===== config.mk =====
export PLATFORM = sky130hd
export DESIGN_NAME = pulse_count_led_programmer
export DESIGN_NICKNAME = d
export VERILOG_FILES = /design/src/pulse_count_led_programmer.v /design/src/line_timer.v
export VERILOG_INCLUDE_DIRS = /design/src
export SDC_FILE = /design/constraint.sdc
export NUM_CORES = 1
export LEC_CHECK = 0
export BUFFER_PORTS_ARGS = -buffer_cell sky130_fd_sc_hd__buf_4
export CAP_MARGIN = 20
export CORE_ASPECT_RATIO = 1.4
export CORE_MARGIN = 8
export CORE_UTILIZATION = 49
export CTS_CLUSTER_DIAMETER = 120
export DETAILED_ROUTE_END_ITERATION = 10
export HOLD_SLACK_MARGIN = 0.05
export PLACE_DENSITY = 0.76
export RECOVER_POWER = 100
export SLEW_MARGIN = 15
export SYNTH_ARGS = -nofsm -noshare
export SYNTH_HDL_FRONTEND = slang
export SYNTH_HIERARCHICAL = 1
export SYNTH_SLANG_ARGS = --single-unit

===== constraint.sdc =====
create_clock -name clk -period 4.75 [get_ports clk]
set_input_delay 0.95 -clock clk [delete_from_list [all_inputs] [get_ports clk]]
set_output_delay 0.95 -clock clk [all_outputs]
set_load 0.05 [all_outputs]

===== src/pulse_link_defs.vh =====
`ifndef PULSE_LINK_DEFS_VH
`define PULSE_LINK_DEFS_VH

// ----------------------------------------
// timing
// ----------------------------------------
`define CLK_PERIOD_NS 40
`define LATCH_TIMEOUT_NS 500000
`define OFF_TIMEOUT_NS 500000
`define LATCH_CYCLES (`LATCH_TIMEOUT_NS / `CLK_PERIOD_NS)
`define OFF_CYCLES (`OFF_TIMEOUT_NS / `CLK_PERIOD_NS)

// ----------------------------------------
// edge counting
// ----------------------------------------
`define DATA_MAX_EDGES 6'h10
`define ADDR_BASE_EDGES 6'h11
`define EDGE_COUNT_MAX 6'h3f

// ----------------------------------------
// link addresses
// ----------------------------------------
`define LADDR_ALL 6'h00
`define LADDR_MAIN 6'h01
`define LADDR_SUB 6'h02
`define LADDR_LOW 6'h03
`define LADDR_FLASH_LEVEL 6'h04
`define LADDR_FLASH_ON 6'h05
`define LADDR_SCALE 6'h0c
`define LADDR_INDEP 6'h0f

// ----------------------------------------
// data codes (edge count minus one)
// ----------------------------------------
`define CODE_FLASH_NONE 4'h0
`define CODE_FLASH_B 4'h1
`define CODE_FLASH_A 4'h2
`define CODE_FLASH_BOTH 4'h3
`define CODE_SCALE_20 4'h0
`define CODE_SCALE_30 4'h1
`define CODE_INDEP_ON 4'h7

// ----------------------------------------
// pump modes
// ----------------------------------------
`define PUMP_1X 2'h0
`define PUMP_1P5X 2'h1
`define PUMP_2X 2'h2

// ----------------------------------------
// software register map (byte addresses)
// ----------------------------------------
`define REG_STATUS 5'h00
`define REG_LEVELS 5'h04
`define REG_FLASH 5'h08
`define REG_SINKS 5'h0c
`define REG_CONTROL 5'h10
`define CTRL_PUMP_RELAX_BIT 0

// ----------------------------------------
// reset values
// ----------------------------------------
`define RST_LEVEL 4'h0
`define RST_LADDR 6'h00
`define RST_SINKS 8'h00

`endif


===== src/pulse_count_led_programmer.v =====
// Functional notes
// - rising edges on the enable line are counted to pick address or data.
// - the count latches after the line stays high for the latch timeout.
// - data registers are 4 bits; counts 1 to 16 are data.
// - counts above 16 select address count minus 17.
// - selected address persists after data writes until a new address burst.
// - after shutdown address is 0; data-only burst lights all six sinks.
// - line low longer than the off timeout enters shutdown.
// - shutdown clears the address and all data registers to zero.
// - address 0 data sets all six backlight sinks to one level; the code ignores address 0 in independent mode.
// - address 1 sets the five main sinks only, sub untouched.
// - address 2 sets the single sub sink only; in independent mode the code takes its data bits as enables for sinks 5 to 2.
// - full scale 20mA or 30mA; data 1 full, data 16 zero.
// - pump steps 1X to 1.5X to 2X when an active sink drops out.
// - a sink tied to the pump output is disabled.
// - address 4 sets flash current, data 1 is full maximum.
// - flash off at start; address 5 data 1 off, 2 b, 3 a, 4 both.
// - scale defaults to 20mA; address 12 data 1 is 20mA, 2 is 30mA.
// - address 15 data 8 enters independent mode until shutdown.
//
// The implementer's own choices: the placing of the registers and strobed register access.
`timescale 1ns/1ps
`include "pulse_link_defs.vh"

module pulse_count_led_programmer #(
  parameter LATCH_CYCLES = `LATCH_CYCLES,
  parameter OFF_CYCLES = `OFF_CYCLES
) (
  input wire clk,
  input wire rst_n,
  input wire serialEnable,
  input wire [7:0] sinkDropout,
  input wire [7:0] sinkTiedOut,
  input wire [4:0] regAddr,
  input wire [31:0] regWdata,
  input wire regWrite,
  input wire regRead,
  output reg [31:0] regRdata,
  output reg [3:0] mainLevel,
  output reg [3:0] subLevel,
  output reg [3:0] lowCurrentCode,
  output reg lowCurrentActive,
  output reg [5:0] backlightSinks,
  output reg scale30mA,
  output reg [3:0] flashLevel,
  output reg flashSinkA,
  output reg flashSinkB,
  output reg independentMode,
  output reg [1:0] pumpMode,
  output reg shutdown
);

  // ----------------------------------------
  // helpers
  // ----------------------------------------
  // edge count 1..16 maps onto the 4-bit register code 0..15
  function [3:0] dataCode;
    input [5:0] edges;
    reg [5:0] tmp;
    begin
      tmp = edges - 6'h01;
      dataCode = tmp[3:0];
    end
  endfunction

  // ----------------------------------------
  // line timing
  // ----------------------------------------
  wire risePulse;
  wire latchPulse;
  wire offPulse;

  line_timer #(
    .LATCH_CYCLES(LATCH_CYCLES),
    .OFF_CYCLES(OFF_CYCLES)
  ) u_line_timer (
    .clk(clk),
    .rst_n(rst_n),
    .lineIn(serialEnable),
    .risePulse(risePulse),
    .latchPulse(latchPulse),
    .offPulse(offPulse)
  );

  // ----------------------------------------
  // edge counter and address latch
  // ----------------------------------------
  reg [5:0] edgeCount_r;
  reg [5:0] linkAddr_r;
  reg dataStrobe_r;
  reg [3:0] dataValue_r;

  always @(posedge clk or negedge rst_n) begin
    if (!rst_n) begin
      edgeCount_r <= 6'h00;
      linkAddr_r <= `RST_LADDR;
      dataStrobe_r <= 1'b0;
      dataValue_r <= `RST_LEVEL;
    end else begin
      dataStrobe_r <= 1'b0;
      if (offPulse) begin
        edgeCount_r <= 6'h00;
        linkAddr_r <= `RST_LADDR;
        dataValue_r <= `RST_LEVEL;
      end else if (latchPulse) begin
        edgeCount_r <= 6'h00;
        if (edgeCount_r > `DATA_MAX_EDGES) begin
          linkAddr_r <= edgeCount_r - `ADDR_BASE_EDGES;
        end else if (edgeCount_r != 6'h00) begin
          // address kept as is, so repeated data bursts reuse it
          dataStrobe_r <= 1'b1;
          dataValue_r <= dataCode(edgeCount_r);
        end
      end else if (risePulse && edgeCount_r != `EDGE_COUNT_MAX) begin
        // saturates; no legal burst gets near the top
        edgeCount_r <= edgeCount_r + 6'h01;
      end
    end
  end

  // ----------------------------------------
  // setting registers
  // ----------------------------------------
  reg [3:0] mainLevel_r;
  reg [3:0] subLevel_r;
  reg [3:0] lowCode_r;
  reg lowActive_r;
  reg [5:0] blEnable_r;
  reg scale30_r;
  reg [3:0] flashLevel_r;
  reg [1:0] flashOn_r;
  reg indep_r;

  always @(posedge clk or negedge rst_n) begin
    if (!rst_n) begin
      mainLevel_r <= `RST_LEVEL;
      subLevel_r <= `RST_LEVEL;
      lowCode_r <= `RST_LEVEL;
      lowActive_r <= 1'b0;
      blEnable_r <= 6'h00;
      scale30_r <= 1'b0;
      flashLevel_r <= `RST_LEVEL;
      flashOn_r <= 2'h0;
      indep_r <= 1'b0;
    end else if (offPulse) begin
      mainLevel_r <= `RST_LEVEL;
      subLevel_r <= `RST_LEVEL;
      lowCode_r <= `RST_LEVEL;
      lowActive_r <= 1'b0;
      blEnable_r <= 6'h00;
      scale30_r <= 1'b0;
      flashLevel_r <= `RST_LEVEL;
      flashOn_r <= 2'h0;
      indep_r <= 1'b0;
    end else if (dataStrobe_r) begin
      case (linkAddr_r)
        `LADDR_ALL: begin
          if (!indep_r) begin
            mainLevel_r <= dataValue_r;
            subLevel_r <= dataValue_r;
            blEnable_r <= 6'h3f;
            lowActive_r <= 1'b0;
          end
        end
        `LADDR_MAIN: begin
          mainLevel_r <= dataValue_r;
          blEnable_r[4:0] <= 5'h1f;
          lowActive_r <= 1'b0;
        end
        `LADDR_SUB: begin
          if (indep_r) begin
            blEnable_r[5:2] <= dataValue_r;
          end else begin
            subLevel_r <= dataValue_r;
            blEnable_r[5] <= 1'b1;
            lowActive_r <= 1'b0;
          end
        end
        `LADDR_LOW: begin
          if (indep_r) begin
            blEnable_r[1:0] <= {dataValue_r[3], dataValue_r[2]};
          end else begin
            // code 0..3 keeps both groups dark, bit 3 main, bit 2 sub
            lowCode_r <= dataValue_r;
            lowActive_r <= 1'b1;
            blEnable_r <= {dataValue_r[2], {5{dataValue_r[3]}}};
          end
        end
        `LADDR_FLASH_LEVEL: begin
          flashLevel_r <= dataValue_r;
        end
        `LADDR_FLASH_ON: begin
          case (dataValue_r)
            `CODE_FLASH_NONE: flashOn_r <= 2'h0;
            `CODE_FLASH_B: flashOn_r <= 2'h2;
            `CODE_FLASH_A: flashOn_r <= 2'h1;
            `CODE_FLASH_BOTH: flashOn_r <= 2'h3;
            default: flashOn_r <= flashOn_r;
          endcase
        end
        `LADDR_SCALE: begin
          if (dataValue_r == `CODE_SCALE_20) begin
            scale30_r <= 1'b0;
          end else if (dataValue_r == `CODE_SCALE_30) begin
            scale30_r <= 1'b1;
          end
        end
        `LADDR_INDEP: begin
          if (dataValue_r == `CODE_INDEP_ON) begin
            indep_r <= 1'b1;
          end
        end
        default: begin
          indep_r <= indep_r;
        end
      endcase
    end
  end

  // ----------------------------------------
  // sink gating
  // ----------------------------------------
  // flash a = bit 6, flash b = bit 7 in the sink vectors
  wire [7:0] sinkRequest;
  wire [7:0] sinkActive;
  assign sinkRequest = {flashOn_r[1], flashOn_r[0], blEnable_r};

  genvar gi;
  generate
    for (gi = 0; gi < 8; gi = gi + 1) begin : g_sink
      // a sink strapped to the pump output is unused or shorted
      assign sinkActive[gi] = sinkRequest[gi] & ~sinkTiedOut[gi];
    end
  endgenerate

  // ----------------------------------------
  // pump mode
  // ----------------------------------------
  // stepping down needs the analog supply comparison; software relaxes it
  reg [1:0] pump_r;
  reg relaxReq_r;
  wire anyDropout;
  assign anyDropout = |(sinkDropout & sinkActive);

  always @(posedge clk or negedge rst_n) begin
    if (!rst_n) begin
      pump_r <= `PUMP_1X;
    end else if (offPulse || relaxReq_r) begin
      pump_r <= `PUMP_1X;
    end else if (anyDropout) begin
      case (pump_r)
        `PUMP_1X: pump_r <= `PUMP_1P5X;
        `PUMP_1P5X: pump_r <= `PUMP_2X;
        default: pump_r <= `PUMP_2X;
      endcase
    end
  end

  // ----------------------------------------
  // shutdown state
  // ----------------------------------------
  reg shutdown_r;

  always @(posedge clk or negedge rst_n) begin
    if (!rst_n) begin
      shutdown_r <= 1'b1;
    end else if (offPulse) begin
      shutdown_r <= 1'b1;
    end else if (risePulse) begin
      shutdown_r <= 1'b0;
    end
  end

  // ----------------------------------------
  // outputs
  // ----------------------------------------
  always @(posedge clk or negedge rst_n) begin
    if (!rst_n) begin
      mainLevel <= `RST_LEVEL;
      subLevel <= `RST_LEVEL;
      lowCurrentCode <= `RST_LEVEL;
      lowCurrentActive <= 1'b0;
      backlightSinks <= 6'h00;
      scale30mA <= 1'b0;
      flashLevel <= `RST_LEVEL;
      flashSinkA <= 1'b0;
      flashSinkB <= 1'b0;
      independentMode <= 1'b0;
      pumpMode <= `PUMP_1X;
      shutdown <= 1'b1;
    end else begin
      mainLevel <= mainLevel_r;
      subLevel <= subLevel_r;
      lowCurrentCode <= lowCode_r;
      lowCurrentActive <= lowActive_r;
      backlightSinks <= sinkActive[5:0];
      scale30mA <= scale30_r;
      flashLevel <= flashLevel_r;
      flashSinkA <= sinkActive[6];
      flashSinkB <= sinkActive[7];
      independentMode <= indep_r;
      pumpMode <= pump_r;
      shutdown <= shutdown_r;
    end
  end

  // ----------------------------------------
  // register port
  // ----------------------------------------
  always @(posedge clk or negedge rst_n) begin
    if (!rst_n) begin
      relaxReq_r <= 1'b0;
    end else begin
      relaxReq_r <= regWrite && regAddr == `REG_CONTROL &&
                    regWdata[`CTRL_PUMP_RELAX_BIT];
    end
  end

  always @(posedge clk or negedge rst_n) begin
    if (!rst_n) begin
      regRdata <= 32'h00000000;
    end else if (regRead) begin
      case (regAddr)
        `REG_STATUS: regRdata <= {16'h0000, pump_r, indep_r, shutdown_r,
                                  edgeCount_r, linkAddr_r};
        `REG_LEVELS: regRdata <= {16'h0000, lowActive_r, 3'h0, lowCode_r,
                                  subLevel_r, mainLevel_r};
        `REG_FLASH: regRdata <= {24'h000000, scale30_r, 1'b0, flashOn_r,
                                 flashLevel_r};
        `REG_SINKS: regRdata <= {24'h000000, sinkActive};
        default: regRdata <= 32'h00000000;
      endcase
    end else begin
      regRdata <= 32'h00000000;
    end
  end

endmodule // pulse_count_led_programmer


===== src/line_timer.v =====
`timescale 1ns/1ps
`include "pulse_link_defs.vh"

module line_timer #(
  parameter LATCH_CYCLES = `LATCH_CYCLES,
  parameter OFF_CYCLES = `OFF_CYCLES
) (
  input wire clk,
  input wire rst_n,
  input wire lineIn,
  output reg risePulse,
  output reg latchPulse,
  output reg offPulse
);

  reg lineLast_r;
  reg [15:0] highCnt_r;
  reg [15:0] lowCnt_r;

  // ----------------------------------------
  // edge and level timing
  // ----------------------------------------
  // counters stop at their limit so each pulse fires once per level period
  always @(posedge clk or negedge rst_n) begin
    if (!rst_n) begin
      lineLast_r <= 1'b0;
      highCnt_r <= 16'h0000;
      lowCnt_r <= 16'h0000;
      risePulse <= 1'b0;
      latchPulse <= 1'b0;
      offPulse <= 1'b0;
    end else begin
      lineLast_r <= lineIn;
      risePulse <= lineIn & ~lineLast_r;
      latchPulse <= 1'b0;
      offPulse <= 1'b0;
      if (lineIn) begin
        lowCnt_r <= 16'h0000;
        if (!lineLast_r) begin
          highCnt_r <= 16'h0001;
        end else if (highCnt_r < LATCH_CYCLES[15:0]) begin
          highCnt_r <= highCnt_r + 16'h0001;
          if (highCnt_r == LATCH_CYCLES[15:0] - 16'h0001) begin
            latchPulse <= 1'b1;
          end
        end
      end else begin
        highCnt_r <= 16'h0000;
        if (lowCnt_r <= OFF_CYCLES[15:0]) begin
          lowCnt_r <= lowCnt_r + 16'h0001;
          if (lowCnt_r == OFF_CYCLES[15:0]) begin
            offPulse <= 1'b1;
          end
        end
      end
    end
  end

endmodule // line_timer


==> Word level (Yosys, flattened, before mapping) <==
Index checks and enable logic that the tools add are counted.
{ "classes": {"n_addsub": 5, "n_mul": 0, "div": 0, "order_cmp": 3, "eq_ne": 25, "shifts": 0, "muxes": 74, "bitwise_logic": 19, "n_reduce_logical": 46} }
{ "op_table": {"columns": ["op", "count"], "rows": [
  ["$mux 16", 5],
  ["$mux 4", 17],
  ["$pmux 16 s4", 1],
  ["$mux 6", 9],
  ["$add 16x1->16 const B", 2],
  ["$eq 16x14->1 const B", 2],
  ["$mux 32", 1],
  ["$mux 1", 28],
  ["$reduce_bool 2->1", 14],
  ["$reduce_and 3->1", 8],
  ["$le 16x14->1 const B", 1],
  ["$lt 16x14->1 const B", 1],
  ["$eq 6x2->1 const B", 2],
  ["$eq 6x3->1 const B", 2],
  ["$eq 6x4->1 const B", 2],
  ["$mux 2", 6],
  ["$ne 3x2->1 const B", 4],
  ["$pmux 3 s4", 1],
  ["$reduce_bool 4->1", 3],
  ["$eq 5x4->1 const B", 2],
  ["$reduce_bool 5->1", 2],
  ["$and 1x1->1", 9],
  ["$not 1->1", 9],
  ["$reduce_bool 3->1", 3],
  ["31 further kinds", 38]
]} }
{ "word_totals": {"ff_bits": 146, "latchBits": 0, "ramBits": 0, "mem_bits_ro": 0, "inputBits": 58, "out_inout_bits": 62, "wordCells": 209, "mem_count": 0} }

==> Logic depth before layout (Yosys ltp) <==
{ "depth": {"word_depth": 6, "depth_mapped": 6, "ltp_nobuf": 6} }

==> By module <==
Netlist, hierarchy kept.
{ "by_module_without_submodules": {"columns": ["module", "instances", "cells_each", "area_per_inst_um2", "seq_area_each_um2"], "rows": [
  ["pulse_count_led_programmer", 1, 340, 4107.7, 2354.8],
  ["line_timer", 1, 231, 2124.5, 900.9]
]} }

==> Worst setup path before layout <==
OpenSTA, ideal clock, no wires.
{ "synth_path": {"path_kind": "input port to flip-flop", "start": "input port regAddr[1]", "end": "register regRdata[12]", "setup_time_ps": 106, "arrival_ps": 2103, "required_time_ps": 4644, "slack_ps": 2541, "stages": 3, "path_buffers": 1, "path_cell_list": "or4b_2 -> clkbuf_1 -> nor4b_1"} }
{ "synth_between": {"elab_chain_cells": 3, "elab_cells_between_ends": 6, "cone_classes": "3 x eq/ne; 2 x mux; 1 x reduce/logical"} }
{ "synth_rtl": {"columns": ["item", "line", "source"], "rows": [
  ["from (decl)", "pulse_count_led_programmer.v:34", "input wire [4:0] regAddr,"],
  ["$eq 5x4->1 (tied with other cells)", "pulse_count_led_programmer.v:323", "case (regAddr)"],
  ["$pmux 16 s4 *", "pulse_count_led_programmer.v:323", null],
  ["$mux 32 *", "pulse_count_led_programmer.v:322", "end else if (regRead) begin"],
  ["to (signal assigned)", "pulse_count_led_programmer.v:324", "`REG_STATUS: regRdata <= {16'h0000, pump_r, indep_r, shutdown_r,"],
  ["to (signal assigned)", "pulse_count_led_programmer.v:326", "`REG_LEVELS: regRdata <= {16'h0000, lowActive_r, 3'h0, lowCode_r,"],
  ["to (signal assigned)", "pulse_count_led_programmer.v:328", "`REG_FLASH: regRdata <= {24'h000000, scale30_r, 1'b0, flashOn_r,"],
  ["to (decl)", "pulse_count_led_programmer.v:38", "output reg [31:0] regRdata,"]
]} }
Every way passes the cells marked *; elsewhere a longest branch is shown, timed or not.
A chain may end at the register's enable or synchronous reset.

==> metrics.txt <==
cts bufs inserted=17; CP bufs+invs=2; #FFs+latches synth=130; number of cells on the critical path=2; Hold Crit Class=flop to flop; Layout Nets=697; Internal Power=0.002119 W; Buffers on Ports=72; FP Rows=49; slowest CP cell=clkbuf_1; Mapped Cells=571; CP Launch Type=primary input; setup TNS=0 ns; clk_skew=0.007181 ns; CP top delay family=buffers and inverters; GRT Overall Usage=0.1678; pwr dens=395.5 nW/um^2; Max Transition Viols Final=109; sequential area share after synthesis=0.5224; max cap viols=3; CP required=4.92 ns; via count=4640; clock power share=0.477; Hold Crit Depth=0; crit path kind=primary input to asynchronous set/reset pin; H-tree depth=4; DP HPWL=9882 um; DRC Markers=0; Routed WL=13670 um; Post-Syn Area=6232 um^2; Core Area=12630 um^2; Max Root-Sink Buffers=2; die area=16630 um^2; Slew headroom=-0.1865; Synth async-reset ratio=1.000; fin util=0.5657; mean area per synthesized cell=10.91 um^2; post-route ant nets=0; GPL Wtd Cong=0.8492; CP cell instances=buf_4, clkbuf_1; Comb pwr share=0.093; Top FF cell, synth=dfrtp_1; Die H=149.4 um; commonest cells after routing, fill and taps aside=128 x dfrtp_1, 68 x nor2_1, 53 x clkbuf_1; Period minus WS final=2.791 ns; synth-to-layout area growth=14.64%; Post-CTS Setup Bufs=0; grt total ovfl=0; net switching power=0.0007065 W; Post-synth EDFFs=0; failing checks=max-capacitance violations, max-slew violations; Final Hold Vio Count=0; CP arrival=2.96 ns; first-pass GRT wire length=22970 um; fillcell total=1069; net switching fraction of the power=0.2500; initial core utilization=0.4935; synth unique cells=69; critical path capture point type=asynchronous set/reset pin; CTS Root Cell=clkbuf_16; Worst-path clk slew=0.05 ns; Slew @ Worst Pin=1.780 ns; TritonCTS clock tree=yes; status=finished, violations left; number of global-route vias before repair=4654; commonest non-fill, non-tap cell in the layout=dfrtp_1; clk sinks=130; initial antenna violation count=0; CTS Hold Bufs=0; Max Fclk=0.3583 GHz; I/O Pins=120; WL/cell=17.08 um; worst vdd ir=0.0002287 V; power share of the sequential group=0.429; RSZ-0062 raised after global routing=no; Via density=5.800; LEAKAGE=3.205 nW; Clk Latency, worst-skew pair=0.41 ns; initial DRC count=197; Crit path largest cell delay=1.35 ns; share of cells above drive strength 1=0.1376; Max FO, Critical Path=65; largest net degree at the start of global routing=66; # setup viols final=0; total number of yosys warnings=6; post-CTS sizing=0; R2R depth=4; crit share post-route=0.5876; drt pass-1 iters=4; number of diodes=0; Die Width=111.3 um
## power by group through the flow
| stage | Combinational [W] | Sequential [W] | Clock (W) |
|---|---|---|---|
| finish | 0.000263 | 0.00121 | 0.00135 |
| global route | 0.000294 | 0.00122 | 0.00143 |
| CTS | 0.000273 | 0.00121 | 0.00137 |
| detailed placement | 0.000270 | 0.00123 | 0 |
| global placement | 0.000262 | 0.00123 | 0 |
| floorplan | 0.000219 | 0.00120 | 0 |
## registers in the layout, summed over array words and instances (netlist names), 2 cells and up
register and cells:
mainLevel_r 4, lowCode_r 4, regRdata 16, pumpMode 2, dataValue_r 4, mainLevel 4
edgeCount_r 6, flashOn_r 2, subLevel 4, flashLevel 4, linkAddr_r 6, pump_r 2
backlightSinks 6, flashLevel_r 4, u_line_timer/highCnt_r 16, lowCurrentCode 4, subLevel_r 4, blEnable_r 6
u_line_timer/lowCnt_r 16
## cell type report
cell class	count	area, um^2	share of cell area
Sequential cell	130	3256	0.4557
Clock buffer	19	432.9	0.06060
Tap cell	153	191.4	0.02680
Multi-Input combinational cell	394	2648	0.3706
Inverter	16	60.06	0.008406
Clock inverter	13	185.2	0.02592
Timing Repair Buffer	75	371.6	0.05201
## metal layers
layer / vias to the layer above / part of all wire / track usage
li1: 2158 / - / -
met5: - / 0 / 0
met2: 160 / 0.54 / 0.3039
met1: 2301 / 0.38 / 0.1776
met3: 21 / 0.063 / 0.04773
met4: 0 / 0.016 / 0.07291
## kinds of logic (layout without fill, tap and decap cells)
| kind of cell | after synthesis | after routing | share of synthesized area |
|---|---|---|---|
| muxes | 52 | 52 | 0.1006 |
| DFF | 130 | 130 | 0.5224 |
| adders and majority gates | 5 | 5 | 0.01004 |
| buffers and inverters | 62 | 123 | 0.05160 |
| AOI/OAI and AO/OA | 84 | 84 | 0.09697 |
| xor gates and xnor gates | 12 | 12 | 0.01687 |
| and+or+nand+nor | 225 | 225 | 0.2010 |
| other | 1 | 16 | 0.0006017 |
## synthesized netlist by cell type (all sizes together) (7+ instances only)
cell | count | area, um^2
nor3 | 10 | 50.05
mux2i | 30 | 300.3
mux4 | 7 | 157.7
o21ai | 16 | 80.07
xnor2 | 9 | 78.83
nor4 | 19 | 170.2
nand4 | 13 | 87.58
buf | 24 | 178.9
inv | 16 | 60.06
mux2 | 15 | 168.9
nand3 | 16 | 80.08
nor2 | 68 | 255.2
nand2 | 29 | 108.9
dfrtp | 128 | 3203
nor2b | 23 | 143.9
clkbuf | 22 | 82.58
a21oi | 18 | 90.09
or4 | 7 | 52.55
o31ai | 8 | 60.06
## metrics by stage
step	instances	setup WS [ns]	total power, W	area, um^2	hold slack [ns]
3_5_place_dp	768	2.280	0.001503	6782	0.3749
4_1_cts	800	2.450	0.002856	7400	0.3790
3_3_place_gp	768	2.299	0.001493	6782	0.3752
2_1_floorplan	586	2.541	0.001417	6289	0.3584
6_report	800	1.959	0.002826	7144	0.3926
5_1_grt	800	1.436	0.002939	7144	0.4056
## final timing paths
kind                               startpoint              to  slack [ns]
worst max-delay path                    rst_n  dataValue_r[0]        1.96
worst min-delay path               shutdown_r        shutdown        0.39
worst max register to register  linkAddr_r[5]   blEnable_r[4]        1.98
worst min register to register     shutdown_r        shutdown        0.39
max in group clk                linkAddr_r[5]   blEnable_r[4]        1.98
min in group asynchronous               rst_n     pumpMode[1]        0.63
No activity file was read; power rests on OpenSTA's default activity.
